### src/dadc_map.svh
/*
  Constants for the dual converter output control block: register offsets,
  field positions, reset values, code words and timing figures.
  Assumes inclusion by its bare name from every file that needs them.
*/
`ifndef DADC_MAP_SVH
`define DADC_MAP_SVH

// register byte offsets on the avalon slave
`define DADC_CTRL_OFS        4'h0
`define DADC_STATUS_OFS      4'h4
`define DADC_LAST_OFS        4'h8

// control register fields and reset value
`define DADC_CTRL_HOLD_BIT   0
`define DADC_CTRL_RST        32'h0000_0000

// status register fields
`define DADC_ST_TWOS_BIT     0
`define DADC_ST_DCS_BIT      1
`define DADC_ST_PWRA_LSB     2
`define DADC_ST_PWRB_LSB     4
`define DADC_ST_RELOCKA_BIT  6
`define DADC_ST_RELOCKB_BIT  7
`define DADC_ST_OVF_BIT      8
`define DADC_ST_AVAIL_BIT    9
`define DADC_ST_OVR_BIT      10

// two's complement extremes and the offset binary conversion mask
`define DADC_TC_MAX          14'h1FFF
`define DADC_TC_MIN          14'h2000
`define DADC_OB_FLIP         14'h2000

// timing figures in their own units
`define DADC_CLK_PERIOD_NS   100
`define DADC_NAP_RECOV_EDGES 100
`define DADC_RELOCK_EDGES    100
`define DADC_SLEEP_WAKE_MS   1
`define DADC_STOP_TIME_NS    100000

`endif

### src/dadc_pkg.sv
/*
  Types shared by the dual converter output control block.
  Assumes the constants header is compiled alongside.
*/
package dadc_pkg;

  // four-level format select pin, as resolved by the pad comparators
  typedef enum logic [1:0] {
    DADC_MODE_GND   = 2'b00,
    DADC_MODE_THIRD = 2'b01,
    DADC_MODE_TWO3  = 2'b10,
    DADC_MODE_VDD   = 2'b11
  } dadc_mode_t;

  // per-channel power state
  typedef enum logic [1:0] {
    DADC_PWR_ACTIVE  = 2'b00,
    DADC_PWR_NAP     = 2'b01,
    DADC_PWR_SLEEP   = 2'b10,
    DADC_PWR_RECOVER = 2'b11
  } dadc_pwr_t;

endpackage : dadc_pkg
### src/dadc_fifo.sv
/*
  Small synchronous FIFO with valid and ready on both sides.
  Assumes one clock, a synchronous active-high reset and a clock enable.
*/
`timescale 1ns/1ps
module dadc_fifo #(
  parameter int WIDTH = 30,
  parameter int DEPTH = 4
) (
  input  wire logic             clk_i,       // system clock
  input  wire logic             sys_rst_i,   // synchronous reset
  input  wire logic             ce_i,        // clock enable
  input  wire logic [WIDTH-1:0] in_data_i,   // word to store
  input  wire logic             in_valid_i,  // word offered
  output logic                  in_ready_o,  // room for a word
  output logic [WIDTH-1:0]      out_data_o,  // oldest word
  output logic                  out_valid_o, // a word is held
  input  wire logic             out_ready_i  // consumer takes head
);
  localparam int AW = (DEPTH > 1) ? $clog2(DEPTH) : 1;

  logic [WIDTH-1:0] mem_q [DEPTH];
  logic [AW-1:0]    wr_q;
  logic [AW-1:0]    rd_q;
  logic [AW:0]      cnt_q;
  logic             push;
  logic             pop;

  // honest flags straight from the occupancy count
  assign in_ready_o  = (cnt_q != (AW+1)'(DEPTH));
  assign out_valid_o = (cnt_q != '0);
  assign out_data_o  = mem_q[rd_q];
  assign push        = ce_i & in_valid_i & in_ready_o;
  assign pop         = ce_i & out_ready_i & out_valid_o;

  // storage write
  always_ff @(posedge clk_i) begin
    if (push) begin
      mem_q[wr_q] <= in_data_i;
    end
  end

  // pointers wrap at the depth
  always_ff @(posedge clk_i) begin
    if (sys_rst_i) begin
      wr_q <= '0;
      rd_q <= '0;
    end else begin
      if (push) begin
        wr_q <= (wr_q == AW'(DEPTH-1)) ? '0 : wr_q + AW'(1);
      end
      if (pop) begin
        rd_q <= (rd_q == AW'(DEPTH-1)) ? '0 : rd_q + AW'(1);
      end
    end
  end

  // occupancy
  always_ff @(posedge clk_i) begin
    if (sys_rst_i) begin
      cnt_q <= '0;
    end else if (push & ~pop) begin
      cnt_q <= cnt_q + (AW+1)'(1);
    end else if (pop & ~push) begin
      cnt_q <= cnt_q - (AW+1)'(1);
    end
  end

endmodule : dadc_fifo

### src/dadc_output_ctl.sv
/*
  Digital output side of a dual 14-bit converter: word coding, saturation,
  shared overrange flag, data-ready strobe, float controls, nap and sleep,
  bus swap, and an avalon-mm register slave.
  Assumes pins and sample clocks are asynchronous to clk_i and are
  synchronised here; core words and over/under flags are on clk_i.
*/
// Implementation choices: the placing of the registers and the Avalon-MM slave port.
`timescale 1ns/1ps
`include "dadc_map.svh"

module dadc_output_ctl #(
  parameter int LATENCY          = 5,   // sample edges from sample to FIFO
  parameter int FIFO_DEPTH       = 4,   // output buffer words
  parameter int SLEEP_WAKE_CYC   =
    (`DADC_SLEEP_WAKE_MS * 1000000) / `DADC_CLK_PERIOD_NS,
  parameter int STOP_TIMEOUT_CYC =
    `DADC_STOP_TIME_NS / `DADC_CLK_PERIOD_NS
) (
  input  wire logic        clk_i,                     // 10 MHz clock
  input  wire logic        sys_rst_i,                 // sync reset, high
  input  wire logic        ce_i,                      // clock enable
  input  wire logic        chan_a_sample_clock_i,     // channel a clock pin
  input  wire logic        chan_b_sample_clock_i,     // channel b clock pin
  input  wire logic        chan_a_float_ctl_n_i,      // high floats bus a
  input  wire logic        chan_b_float_ctl_n_i,      // high floats bus b
  input  wire logic        chan_a_power_down_select_i,// channel a power-down
  input  wire logic        chan_b_power_down_select_i,// channel b power-down
  input  wire logic        bus_swap_select_i,         // high: straight buses
  input  wire logic [1:0]  format_select_i,           // four-level mode pin
  input  wire logic [13:0] chan_a_core_word_i,        // a core, two's compl.
  input  wire logic        chan_a_core_over_i,        // a above range
  input  wire logic        chan_a_core_under_i,       // a below range
  input  wire logic [13:0] chan_b_core_word_i,        // b core, two's compl.
  input  wire logic        chan_b_core_over_i,        // b above range
  input  wire logic        chan_b_core_under_i,       // b below range
  output logic [13:0]      bus_a_bits_o,              // bus a data
  output logic             bus_a_bits_oe_o,           // bus a driven
  output logic [13:0]      bus_b_bits_o,              // bus b data
  output logic             bus_b_bits_oe_o,           // bus b driven
  output logic             overrange_flag_o,          // shared overrange
  output logic             overrange_flag_oe_o,       // flag driven
  output logic             data_ready_strobe_o,       // delayed b clock
  output logic             data_ready_strobe_oe_o,    // strobe driven
  input  wire logic [3:0]  avs_address_i,             // byte address
  input  wire logic        avs_read_i,                // read request
  input  wire logic        avs_write_i,               // write request
  input  wire logic [31:0] avs_writedata_i,           // write data
  input  wire logic [3:0]  avs_byteenable_i,          // byte lanes
  output logic [31:0]      avs_readdata_o,            // read data
  output logic             avs_waitrequest_o          // stall request
);
  localparam int NPIN = 9;

  logic [NPIN-1:0]  pin_raw;
  logic [NPIN-1:0]  pin_meta_q;
  logic [NPIN-1:0]  pin_sync_q;
  logic [NPIN-1:0]  pin_prev_q;
  logic [1:0]       rise;
  logic [1:0]       pd;
  logic [1:0]       flt;
  logic [1:0]       fmt;
  logic [1:0]       relock;
  logic [1:0]       active;
  logic [14:0]      entry [2];
  logic [14:0]      tail [2];
  dadc_pkg::dadc_pwr_t pwr [2];
  logic             fifo_in_ready;
  logic             fifo_out_valid;
  logic [29:0]      fifo_out;
  logic             push_req;
  logic             pop_req;
  logic             swap;
  logic [31:0]      ctrl_q;
  logic             ovf_q;
  logic [13:0]      word_a_q;
  logic [13:0]      word_b_q;
  logic             ovr_q;
  logic             strobe_q;
  logic             ack_q;
  logic [31:0]      rdata_q;
  logic [31:0]      status;
  logic             wr_commit;

  // resolve the mode pin: bit1 two's complement, bit0 stabilizer on
  function automatic logic [1:0] dadc_decode(input logic [1:0] m);
    logic [1:0] r;
    r = 2'b00;
    unique case (dadc_pkg::dadc_mode_t'(m))
      dadc_pkg::DADC_MODE_GND:   r = 2'b00;
      dadc_pkg::DADC_MODE_THIRD: r = 2'b01;
      dadc_pkg::DADC_MODE_TWO3:  r = 2'b11;
      dadc_pkg::DADC_MODE_VDD:   r = 2'b10;
    endcase
    return r;
  endfunction : dadc_decode

  // clamp and code one core sample; returns {overrange, word}
  function automatic logic [14:0] dadc_code(input logic [13:0] w,
                                            input logic ov,
                                            input logic un,
                                            input logic twos);
    logic [13:0] t;
    t = w;
    if (ov) begin
      t = `DADC_TC_MAX;
    end else if (un) begin
      t = `DADC_TC_MIN;
    end
    if (!twos) begin
      t = t ^ `DADC_OB_FLIP;
    end
    return {ov | un, t};
  endfunction : dadc_code

  assign pin_raw = {format_select_i, bus_swap_select_i,
                    chan_b_power_down_select_i, chan_a_power_down_select_i,
                    chan_b_float_ctl_n_i, chan_a_float_ctl_n_i,
                    chan_b_sample_clock_i, chan_a_sample_clock_i};

  // two-stage synchroniser, then a history stage for edge finding
  always_ff @(posedge clk_i) begin
    if (sys_rst_i) begin
      pin_meta_q <= '0;
      pin_sync_q <= '0;
      pin_prev_q <= '0;
    end else if (ce_i) begin
      pin_meta_q <= pin_raw;
      pin_sync_q <= pin_meta_q;
      pin_prev_q <= pin_sync_q;
    end
  end

  // stabilizer samples on rising edges only, falling edges ignored
  assign rise = pin_sync_q[1:0] & ~pin_prev_q[1:0];
  assign flt  = pin_sync_q[3:2];
  assign pd   = pin_sync_q[5:4];
  assign swap = pin_sync_q[6];
  assign fmt  = dadc_decode(pin_sync_q[8:7]);
  assign entry[0] = dadc_code(chan_a_core_word_i, chan_a_core_over_i,
                              chan_a_core_under_i, fmt[1]);
  assign entry[1] = dadc_code(chan_b_core_word_i, chan_b_core_over_i,
                              chan_b_core_under_i, fmt[1]);

  genvar gi;
  generate
    for (gi = 0; gi < 2; gi++) begin : g_chan
      dadc_pkg::dadc_pwr_t pwr_q;
      logic [23:0]         rcnt_q;
      logic                wake_slow_q;
      logic [23:0]         idle_q;
      logic                stopped_q;
      logic [7:0]          lock_q;
      logic [14:0]         pipe_q [LATENCY];

      // power state, each channel from its own pins only
      always_ff @(posedge clk_i) begin
        if (sys_rst_i) begin
          pwr_q       <= dadc_pkg::DADC_PWR_ACTIVE;
          rcnt_q      <= '0;
          wake_slow_q <= 1'b0;
        end else if (ce_i) begin
          unique case (pwr_q)
            dadc_pkg::DADC_PWR_ACTIVE: begin
              if (pd[gi]) begin
                pwr_q <= flt[gi] ? dadc_pkg::DADC_PWR_SLEEP
                                 : dadc_pkg::DADC_PWR_NAP;
              end
            end
            dadc_pkg::DADC_PWR_NAP, dadc_pkg::DADC_PWR_SLEEP: begin
              if (pd[gi] && flt[gi]) begin
                pwr_q <= dadc_pkg::DADC_PWR_SLEEP;
              end else if (pd[gi]) begin
                pwr_q <= dadc_pkg::DADC_PWR_NAP;
              end else begin
                pwr_q       <= dadc_pkg::DADC_PWR_RECOVER;
                wake_slow_q <= (pwr_q == dadc_pkg::DADC_PWR_SLEEP);
                rcnt_q      <= (pwr_q == dadc_pkg::DADC_PWR_SLEEP)
                               ? 24'(SLEEP_WAKE_CYC)
                               : 24'(`DADC_NAP_RECOV_EDGES);
              end
            end
            dadc_pkg::DADC_PWR_RECOVER: begin
              if (pd[gi]) begin
                pwr_q <= flt[gi] ? dadc_pkg::DADC_PWR_SLEEP
                                 : dadc_pkg::DADC_PWR_NAP;
              end else if (rcnt_q <= 24'h000001 &&
                           (wake_slow_q || rise[gi])) begin
                pwr_q <= dadc_pkg::DADC_PWR_ACTIVE;
              end else if (wake_slow_q || rise[gi]) begin
                rcnt_q <= rcnt_q - 24'h000001;
              end
            end
          endcase
        end
      end

      // detect a long clock stop, then count relock edges
      always_ff @(posedge clk_i) begin
        if (sys_rst_i) begin
          idle_q    <= '0;
          stopped_q <= 1'b0;
          lock_q    <= '0;
        end else if (ce_i) begin
          if (rise[gi]) begin
            idle_q    <= '0;
            stopped_q <= 1'b0;
            if (stopped_q && fmt[0]) begin
              lock_q <= 8'(`DADC_RELOCK_EDGES);
            end else if (lock_q != 8'h00) begin
              lock_q <= lock_q - 8'h01;
            end
          end else if (idle_q >= 24'(STOP_TIMEOUT_CYC)) begin
            stopped_q <= 1'b1;
          end else begin
            idle_q <= idle_q + 24'h000001;
          end
        end
      end

      // fixed-latency pipeline, stalled by a full output buffer
      always_ff @(posedge clk_i) begin
        if (sys_rst_i) begin
          for (int k = 0; k < LATENCY; k++) begin
            pipe_q[k] <= '0;
          end
        end else if (ce_i && rise[gi] && fifo_in_ready &&
                     pwr_q == dadc_pkg::DADC_PWR_ACTIVE) begin
          pipe_q[0] <= entry[gi];
          for (int k = 1; k < LATENCY; k++) begin
            pipe_q[k] <= pipe_q[k-1];
          end
        end
      end

      assign tail[gi]   = pipe_q[LATENCY-1];
      assign pwr[gi]    = pwr_q;
      assign relock[gi] = (lock_q != 8'h00);
      assign active[gi] = ~pd[gi] & (pwr_q == dadc_pkg::DADC_PWR_ACTIVE |
                                     pwr_q == dadc_pkg::DADC_PWR_RECOVER);
    end
  endgenerate

  // channel b edge moves one word pair into the buffer and, unless hold is set, one out
  assign push_req = rise[1];
  assign pop_req  = rise[1] & ~ctrl_q[`DADC_CTRL_HOLD_BIT];

  dadc_fifo #(
    .WIDTH (30),
    .DEPTH (FIFO_DEPTH)
  ) u_fifo (
    .clk_i       (clk_i),
    .sys_rst_i   (sys_rst_i),
    .ce_i        (ce_i),
    .in_data_i   ({tail[1], tail[0]}),
    .in_valid_i  (push_req),
    .in_ready_o  (fifo_in_ready),
    .out_data_o  (fifo_out),
    .out_valid_o (fifo_out_valid),
    .out_ready_i (pop_req)
  );

  // output words: swap steers channels to buses, shared flag ors both
  always_ff @(posedge clk_i) begin
    if (sys_rst_i) begin
      word_a_q <= '0;
      word_b_q <= '0;
      ovr_q    <= 1'b0;
    end else if (ce_i && pop_req && fifo_out_valid) begin
      word_a_q <= swap ? fifo_out[13:0] : fifo_out[28:15];
      word_b_q <= swap ? fifo_out[28:15] : fifo_out[13:0];
      ovr_q    <= fifo_out[14] | fifo_out[29];
    end
  end

  // strobe trails the synchronised b clock so data settle before its fall
  always_ff @(posedge clk_i) begin
    if (sys_rst_i) begin
      strobe_q <= 1'b0;
    end else if (ce_i) begin
      strobe_q <= pin_prev_q[1];
    end
  end

  assign bus_a_bits_o           = word_a_q;
  assign bus_b_bits_o           = word_b_q;
  assign overrange_flag_o       = ovr_q;
  assign data_ready_strobe_o    = strobe_q;
  // float control and power-down float each channel's data pins; the strobe floats on b power-down only
  assign bus_a_bits_oe_o        = ~flt[0] & ~pd[0] & active[0];
  assign bus_b_bits_oe_o        = ~flt[1] & ~pd[1] & active[1];
  assign overrange_flag_oe_o    = ~flt[0] & ~pd[0] & active[0];
  assign data_ready_strobe_oe_o = ~pd[1] & active[1];

  // sticky buffer overflow: a word pair refused at a full buffer
  always_ff @(posedge clk_i) begin
    if (sys_rst_i) begin
      ovf_q <= 1'b0;
    end else if (ce_i) begin
      if (push_req && !fifo_in_ready) begin
        ovf_q <= 1'b1;
      end else if (wr_commit && avs_address_i == `DADC_STATUS_OFS &&
                   avs_byteenable_i[1] &&
                   avs_writedata_i[`DADC_ST_OVF_BIT]) begin
        ovf_q <= 1'b0;
      end
    end
  end

  always_comb begin
    status = '0;
    status[`DADC_ST_TWOS_BIT]                 = fmt[1];
    status[`DADC_ST_DCS_BIT]                  = fmt[0];
    status[`DADC_ST_PWRA_LSB +: 2]            = pwr[0];
    status[`DADC_ST_PWRB_LSB +: 2]            = pwr[1];
    status[`DADC_ST_RELOCKA_BIT]              = relock[0];
    status[`DADC_ST_RELOCKB_BIT]              = relock[1];
    status[`DADC_ST_OVF_BIT]                  = ovf_q;
    status[`DADC_ST_AVAIL_BIT]                = fifo_out_valid;
    status[`DADC_ST_OVR_BIT]                  = ovr_q;
  end

  // avalon slave: one wait cycle, then the answer
  assign avs_waitrequest_o = (avs_read_i | avs_write_i) & ~ack_q;
  assign wr_commit         = ce_i & avs_write_i & ack_q;
  assign avs_readdata_o    = rdata_q;

  always_ff @(posedge clk_i) begin
    if (sys_rst_i) begin
      ack_q   <= 1'b0;
      rdata_q <= '0;
    end else if (ce_i) begin
      ack_q <= (avs_read_i | avs_write_i) & ~ack_q;
      if (avs_read_i && !ack_q) begin
        unique case (avs_address_i)
          `DADC_CTRL_OFS:   rdata_q <= ctrl_q;
          `DADC_STATUS_OFS: rdata_q <= status;
          `DADC_LAST_OFS:   rdata_q <= {2'h0, word_b_q, 2'h0, word_a_q};
          default:          rdata_q <= '0;
        endcase
      end
    end
  end

  // control register, low byte only
  always_ff @(posedge clk_i) begin
    if (sys_rst_i) begin
      ctrl_q <= `DADC_CTRL_RST;
    end else if (wr_commit && avs_address_i == `DADC_CTRL_OFS &&
                 avs_byteenable_i[0]) begin
      ctrl_q[`DADC_CTRL_HOLD_BIT] <= avs_writedata_i[`DADC_CTRL_HOLD_BIT];
    end
  end

endmodule : dadc_output_ctl

### config.mk
export PLATFORM = sky130hd
export DESIGN_NAME = dadc_output_ctl
export DESIGN_NICKNAME = d
export VERILOG_FILES = /design/src/dadc_pkg.sv /design/src/dadc_fifo.sv /design/src/dadc_output_ctl.sv
export VERILOG_INCLUDE_DIRS = /design/src
export SDC_FILE = /design/constraint.sdc
export NUM_CORES = 1
export LEC_CHECK = 0
export BUFFER_PORTS_ARGS = -buffer_cell sky130_fd_sc_hd__buf_2
export CORE_MARGIN = 3
export CORE_UTILIZATION = 30
export CTS_CLUSTER_SIZE = 12
export DETAILED_ROUTE_END_ITERATION = 12
export GPL_TIMING_DRIVEN = 0
export RECOVER_POWER = 25
export SETUP_SLACK_MARGIN = 0.5
export SYNTH_ARGS = -nofsm -noshare
export SYNTH_HDL_FRONTEND = slang
export SYNTH_HIERARCHICAL = 1
export SYNTH_SLANG_ARGS = --single-unit
### constraint.sdc
create_clock -name clk_i -period 4.5 [get_ports clk_i]
set_input_delay 0.45 -clock clk_i [delete_from_list [all_inputs] [get_ports clk_i]]
set_output_delay 0.45 -clock clk_i [all_outputs]
set_load 0.02 [all_outputs]
Word-level counts from Yosys, hierarchy flattened

Memory sizes are Yosys's and may differ from the RTL's. A register that Yosys moved wholly into a read port is not among the register bits.
Cells that the tools add are included.

Register bits: 212
Latch bits: 0
RAM bits: 270
ROM bits: 0
Input bits: 86
Output and inout port bits: 67
Word-level logic and storage cells: 254
Memories: 3

Memories:

| memory           | depth | bits a word | rd ports | clocked after Yosys merged registers in | wr ports | line                   | text |
|---|---|---|---|---|---|---|---|
| u_fifo.mem_q     | 4     | 30          | 1        | 1                                       | 1        | dadc_fifo.sv:22        | `logic [WIDTH-1:0] mem_q [DEPTH];` |
| g_chan[0].pipe_q | 5     | 15          | 5        | 0                                       | 5        | dadc_output_ctl.sv:154 | `logic [14:0] pipe_q [LATENCY];` |
| g_chan[1].pipe_q | 5     | 15          | 5        | 0                                       | 5        | dadc_output_ctl.sv:154 |  |

$add $sub $neg: 10
Multipliers: 0
Div/mod/pow operators: 0
$lt $le $gt $ge: 4
Equality and inequality tests: 30
Shift-type cells: 0
Mux-type cells: 78
Bitwise gates (word level): 47
Reductions and logical operators: 56

Operators with widths:

| kind                                                                                  | number |
|---|---|
| 24-bit two-way mux                                                                    | 14 |
| 15-bit two-way mux                                                                    | 10 |
| 14-bit two-way mux                                                                    | 10 |
| 24-bit case mux with 2 select lines                                                   | 2 |
| 30-bit case mux with 3 select lines                                                   | 1 |
| 24-bit by 1-bit adder with 24-bit output, second input constant                       | 2 |
| 24-bit by 10-bit greater-or-equal comparator with 1-bit output, second input constant | 2 |
| 24-bit by 1-bit <= comparator with 1-bit output, second input constant                | 2 |
| 24-bit by 1-bit subtractor with 24-bit output, second input constant                  | 2 |
| 2-bit two-way mux                                                                     | 16 |
| 8-bit two-way mux                                                                     | 4 |
| 2-bit != test, second input constant                                                  | 14 |
| 1-bit logical AND                                                                     | 21 |
| 1-bit AND                                                                             | 17 |
| 2-bit equality test, second input constant                                            | 8 |
| 1-bit two-way mux                                                                     | 16 |
| 1-bit OR                                                                              | 16 |
| 2-bit nonzero test                                                                    | 8 |
| 8-bit nonzero test                                                                    | 2 |
| 8-bit by 1-bit subtractor with 8-bit output, second input constant                    | 2 |
| 7-bit AND reduction                                                                   | 2 |
| 1-bit inverter                                                                        | 12 |
| 2-bit case mux with 3 select lines                                                    | 2 |
| 2-bit AND reduction                                                                   | 6 |
| other kinds (19)                                                                      | 34 |

Depth between registers and ports, before layout

Word-level depth: 9
Mapped depth: 11
Gate-level depth less buffers: 10

Cells and area by module

The synthesis kept the hierarchy.

Modules (own cells, without submodules):

| module          | instances | cells an instance | area each (µm²) | sequential area each (µm²) |
|---|---|---|---|---|
| dadc_output_ctl | 1         | 1,458             | 14,974.4        | 8,528.2 |
| dadc_fifo       | 1         | 206               | 4,814.6         | 3,783.6 |

Least setup slack after synthesis

OpenSTA, ideal clock, no wires.

Path kind: in2reg
Start point: input ce_i
End point: memory g_chan[0].pipe_q[0][0] (enable)
Library setup time: 0.405 ns
Data arrival time: 2.153 ns
Data required time: 4.095 ns
Setup slack: 1.942 ns
Stages on the path: 4
Buffers on the path: 2
Cell sequence: clkbuf_1 -> and2_1 -> clkbuf_1 -> a31o_2

RTL lines:

| item               | line                   | text |
|---|---|---|
| start: declaration | dadc_output_ctl.sv:22  | `input wire logic ce_i,` |
| end: declaration   | dadc_output_ctl.sv:154 |  |

Worst setup path in the final report

Start point: register g_chan[0].rcnt_q[10]
End point: register g_chan[0].rcnt_q[9]

Cells in the longest elaborated chain, start to end: 4

Ends and longest elaborated chain:

| item                                            | line                   | text |
|---|---|---|
| start: declaration                              | dadc_output_ctl.sv:149 | `logic [23:0] rcnt_q;` |
| start signal: assignment                        | dadc_output_ctl.sv:178 | `rcnt_q <= (pwr_q == dadc_pkg::DADC_PWR_SLEEP)` |
| start signal: assignment                        | dadc_output_ctl.sv:191 | `rcnt_q <= rcnt_q - 24'h000001;` |
| 24-bit by 1-bit <= comparator with 1-bit output | dadc_output_ctl.sv:187 | `end else if (rcnt_q <= 24'h000001 &&` |
| 1-bit logical AND                               | dadc_output_ctl.sv:187 |  |
| 2-bit != test (no line)                         | -                      |  |
| 7-bit AND reduction (no line)                   | -                      |  |

No other way between the ends.
A chain may end at the register's enable or synchronous reset.

==> results_dict.tcl <==
set metrics [dict create \
    max_slew.worst_pin.slew_ps 1290 \
    ant_nets 0 \
    path_clk_slew_ps 60 \
    maxCapViolCount 0 \
    worst_setup_path_start_kind "flip-flop" \
    avgSynthCellArea_um2 11.9 \
    critPathCaptureType "flip-flop" \
    clk_path_buf_depth 3 \
    arrival_ps 3490 \
    period_minus_slack_ps 3000 \
    drc 0 \
    synth_area_leaders "edfxtp_1 (41%), dfxtp_1 (21%), and2_1 (4.6%)" \
    cp-startpoint "g_chan[0].rcnt_q[10]" \
    fin_tns_setup_ps 0 \
    viasPerCell 4.78 \
    numCtsBuffers 51 \
    cellLeakagePower_nw 8.08 \
    grt_pass1_vias 12500 \
    drv_slew 0 \
    drive_gt1_share_pct 10.4 \
    r2r_start "g_chan[0].rcnt_q[10]" \
    finalSetupViolations 0 \
    rsz0062_at_grt "false" \
    cts_tree "yes" \
    synth_ff_type "edfxtp_1" \
    grt_pass1_wl_um 69900 \
    synth_area_mm2 0.0198 \
    synth-seq-cells 480 \
    place_congestion 0.873 \
    boundaryPins 153 \
    antenna_cells 0 \
    fmax_mhz 334 \
    cts.sinks 480 \
    synthTopCellsByCount "edfxtp_1 (270), nor2_1 (216), dfxtp_1 (210), and2_1 (147), a21oi_1 (116)" \
    period_share_pct 66.6 \
    syn_inst 1664 \
    overflow 0 \
    required_ps 5000 \
    synthDistinctLibCells 76 \
    final_nets 1954 \
    fin_util_pct 35.4 \
    cts_resized 0 \
    die_x_um 263 \
    dp.cells 2640 \
    hold_viol 0 \
    ctsHoldBuffers 0 \
    synth_edf_count 270 \
    core_area_mm2 0.0648 \
    status "finished clean" \
    synth_top_area_share_pct 41.0 \
    yosysWarnings 6 \
    multi_input_area_mm2 0.00698 \
    dp_hpwl_um 31700 \
    power_density_mw_per_mm2 416 \
    antenna_found_initial 0 \
    port_buffers 116 \
    postRouteWirelength_um 44500 \
    start_util_pct 30.5 \
    die_area_mm2 0.0691 \
    synthMostInstantiatedCell "edfxtp_1" \
    rows 93 \
    fin_cells 2730 \
    syn_to_final_growth_pct 16.1 \
    postCtsSetupBuffers 0 \
    async_reset_ff_share_pct 0 \
    ir_worst_vdd_v 0.000324 \
    slew_headroom_pct 13.5 \
    clock_skew_ps 18.6 \
    grt_max_degree 76 \
    h-tree-depth 2 \
    fillCellCount 6375 \
    clk_latency_ps 570 \
    worstHoldPathType "input port to flip-flop" \
    min_from "format_select_i[1]" \
    gr-usage-all-layers_pct 12.5 \
    crit_type "flip-flop to flip-flop" \
    crit_fanout 10 \
    die_y_um 263 \
    first_pass_iters 5 \
    seq_area_mm2 0.0123 \
    ys_seq_area_share_pct 62.2 \
    drt_iter0_drc 931 \
    wl_per_cell_um 16.3 \
    clock_tree.root_cell "clkbuf_16" \
    r2r_slack_ps 1500 \
    vias 13100 \
    synth_top_area_cell "edfxtp_1" \
]
## registers in the layout, summed over array words and instances (netlist names), 3 cells and up, named ones only
signal,cells
pin_meta_q,9
u_fifo/mem_q,120
avs_readdata_o,28
g_chan.lock_q,16
g_chan.idle_q,48
pin_sync_q,9
bus_a_bits_o,14
bus_b_bits_o,14
g_chan.pipe_q,150
g_chan.pwr_q,4
g_chan.rcnt_q,48
u_fifo/cnt_q,3
## routing by layer
layer | share of wire [%] | GRT usage (%) | vias to the layer above
met5 | 0 | 0 | -
met2 | 45 | 19.7 | 331
met3 | 5.5 | 2.42 | 77
li1 | - | - | 6405
met4 | 2.5 | 3.96 | 0
met1 | 47 | 17.4 | 6246
## kinds of logic after synthesis
| family | Yosys count | share of synthesized area (%) |
|---|---|---|
| fa+ha+maj | 30 | 1.93 |
| buf+inv | 124 | 2.57 |
| compound gates | 266 | 8.43 |
| other cells | 1 | 0.0189 |
| xor+xnor | 32 | 1.42 |
| simple gates | 643 | 17.0 |
| flops | 480 | 62.2 |
| mux | 88 | 6.36 |
## layout by cell type, fill, tap and decap left out, types with 7 or more instances in the layout
cell type / synthesis / routed
nor3_1: 28 / 28
o21ai_0: 17 / 19
and3_1: 24 / 20
nand2_1: 55 / 55
o31ai_1: 11 / 11
and2_0: 2 / 7
a31oi_1: 13 / 13
or3_1: 22 / 22
clkbuf_1: 70 / 149
buf_2: 5 / 61
edfxtp_1: 270 / 270
nor2_1: 216 / 216
nand3_1: 40 / 40
mux2i_1: 56 / 56
nor2b_1: 8 / 8
a21oi_1: 116 / 117
a22oi_1: 10 / 10
ha_1: 29 / 29
o21ai_1: 18 / 16
nor4_1: 15 / 15
or4_1: 23 / 23
clkbuf_16: 0 / 53
a211oi_1: 34 / 34
dfxtp_1: 210 / 210
nand2b_1: 13 / 13
xnor2_1: 11 / 11
nand4_1: 20 / 20
o211ai_1: 7 / 7
xor2_1: 21 / 21
inv_1: 33 / 33
and2_1: 147 / 143
mux4_2: 30 / 30
buf_1: 8 / 8
## worst paths after layout
check | endpoint | cells past startpoint
hold reg to reg | g_chan[0].stopped_q | 2
hold / removal | pin_meta_q[8] | 3
setup / recovery | g_chan[0].rcnt_q[9] | 8
setup reg to reg | g_chan[0].rcnt_q[9] | 8
## power by group
| group | switching [mW] | total (mW) | internal [mW] |
|---|---|---|---|
| sequential | 0.0956 | 4.85 | 4.75 |
| clock | 1.62 | 3.86 | 2.25 |
| combinational | 0.552 | 0.847 | 0.295 |
| total | 2.26 | 9.56 | 7.29 |
## per-stage QoR
stage | hold slack (ps) | cell area (um2) | power [mW] | setup slack [ps]
after global placement | 435 | 21500 | 5.75 | 741
after global routing | 122 | 23000 | 9.98 | 1240
after CTS | 92.0 | 23100 | 9.68 | 1540
after floorplan | 419 | 19800 | 5.51 | 1940
final | 124 | 23000 | 9.56 | 1500
after detailed placement | 443 | 21500 | 5.79 | 1550
## final cells by class
| cell class | instances | area share [%] |
|---|---|---|
| Sequential cell | 480 | 53.6 |
| Multi-Input combinational cell | 1063 | 30.4 |
| Clock buffer | 78 | 6.45 |
| Tap cell | 855 | 4.66 |
| Timing Repair Buffer | 118 | 2.44 |
| Buffer | 91 | 1.68 |
| Inverter | 33 | 0.539 |
| Clock inverter | 12 | 0.240 |
## worst max-delay path: stages (launching register included)
cell and delay (ps):
dfxtp_1 380, nor4_2 470, nand4_1 290, or4_1 550
a21oi_2 400, buf_2 300, buf_2 290, o21ai_1 100
a21oi_1 120
(Power assumes the default switching activity.)
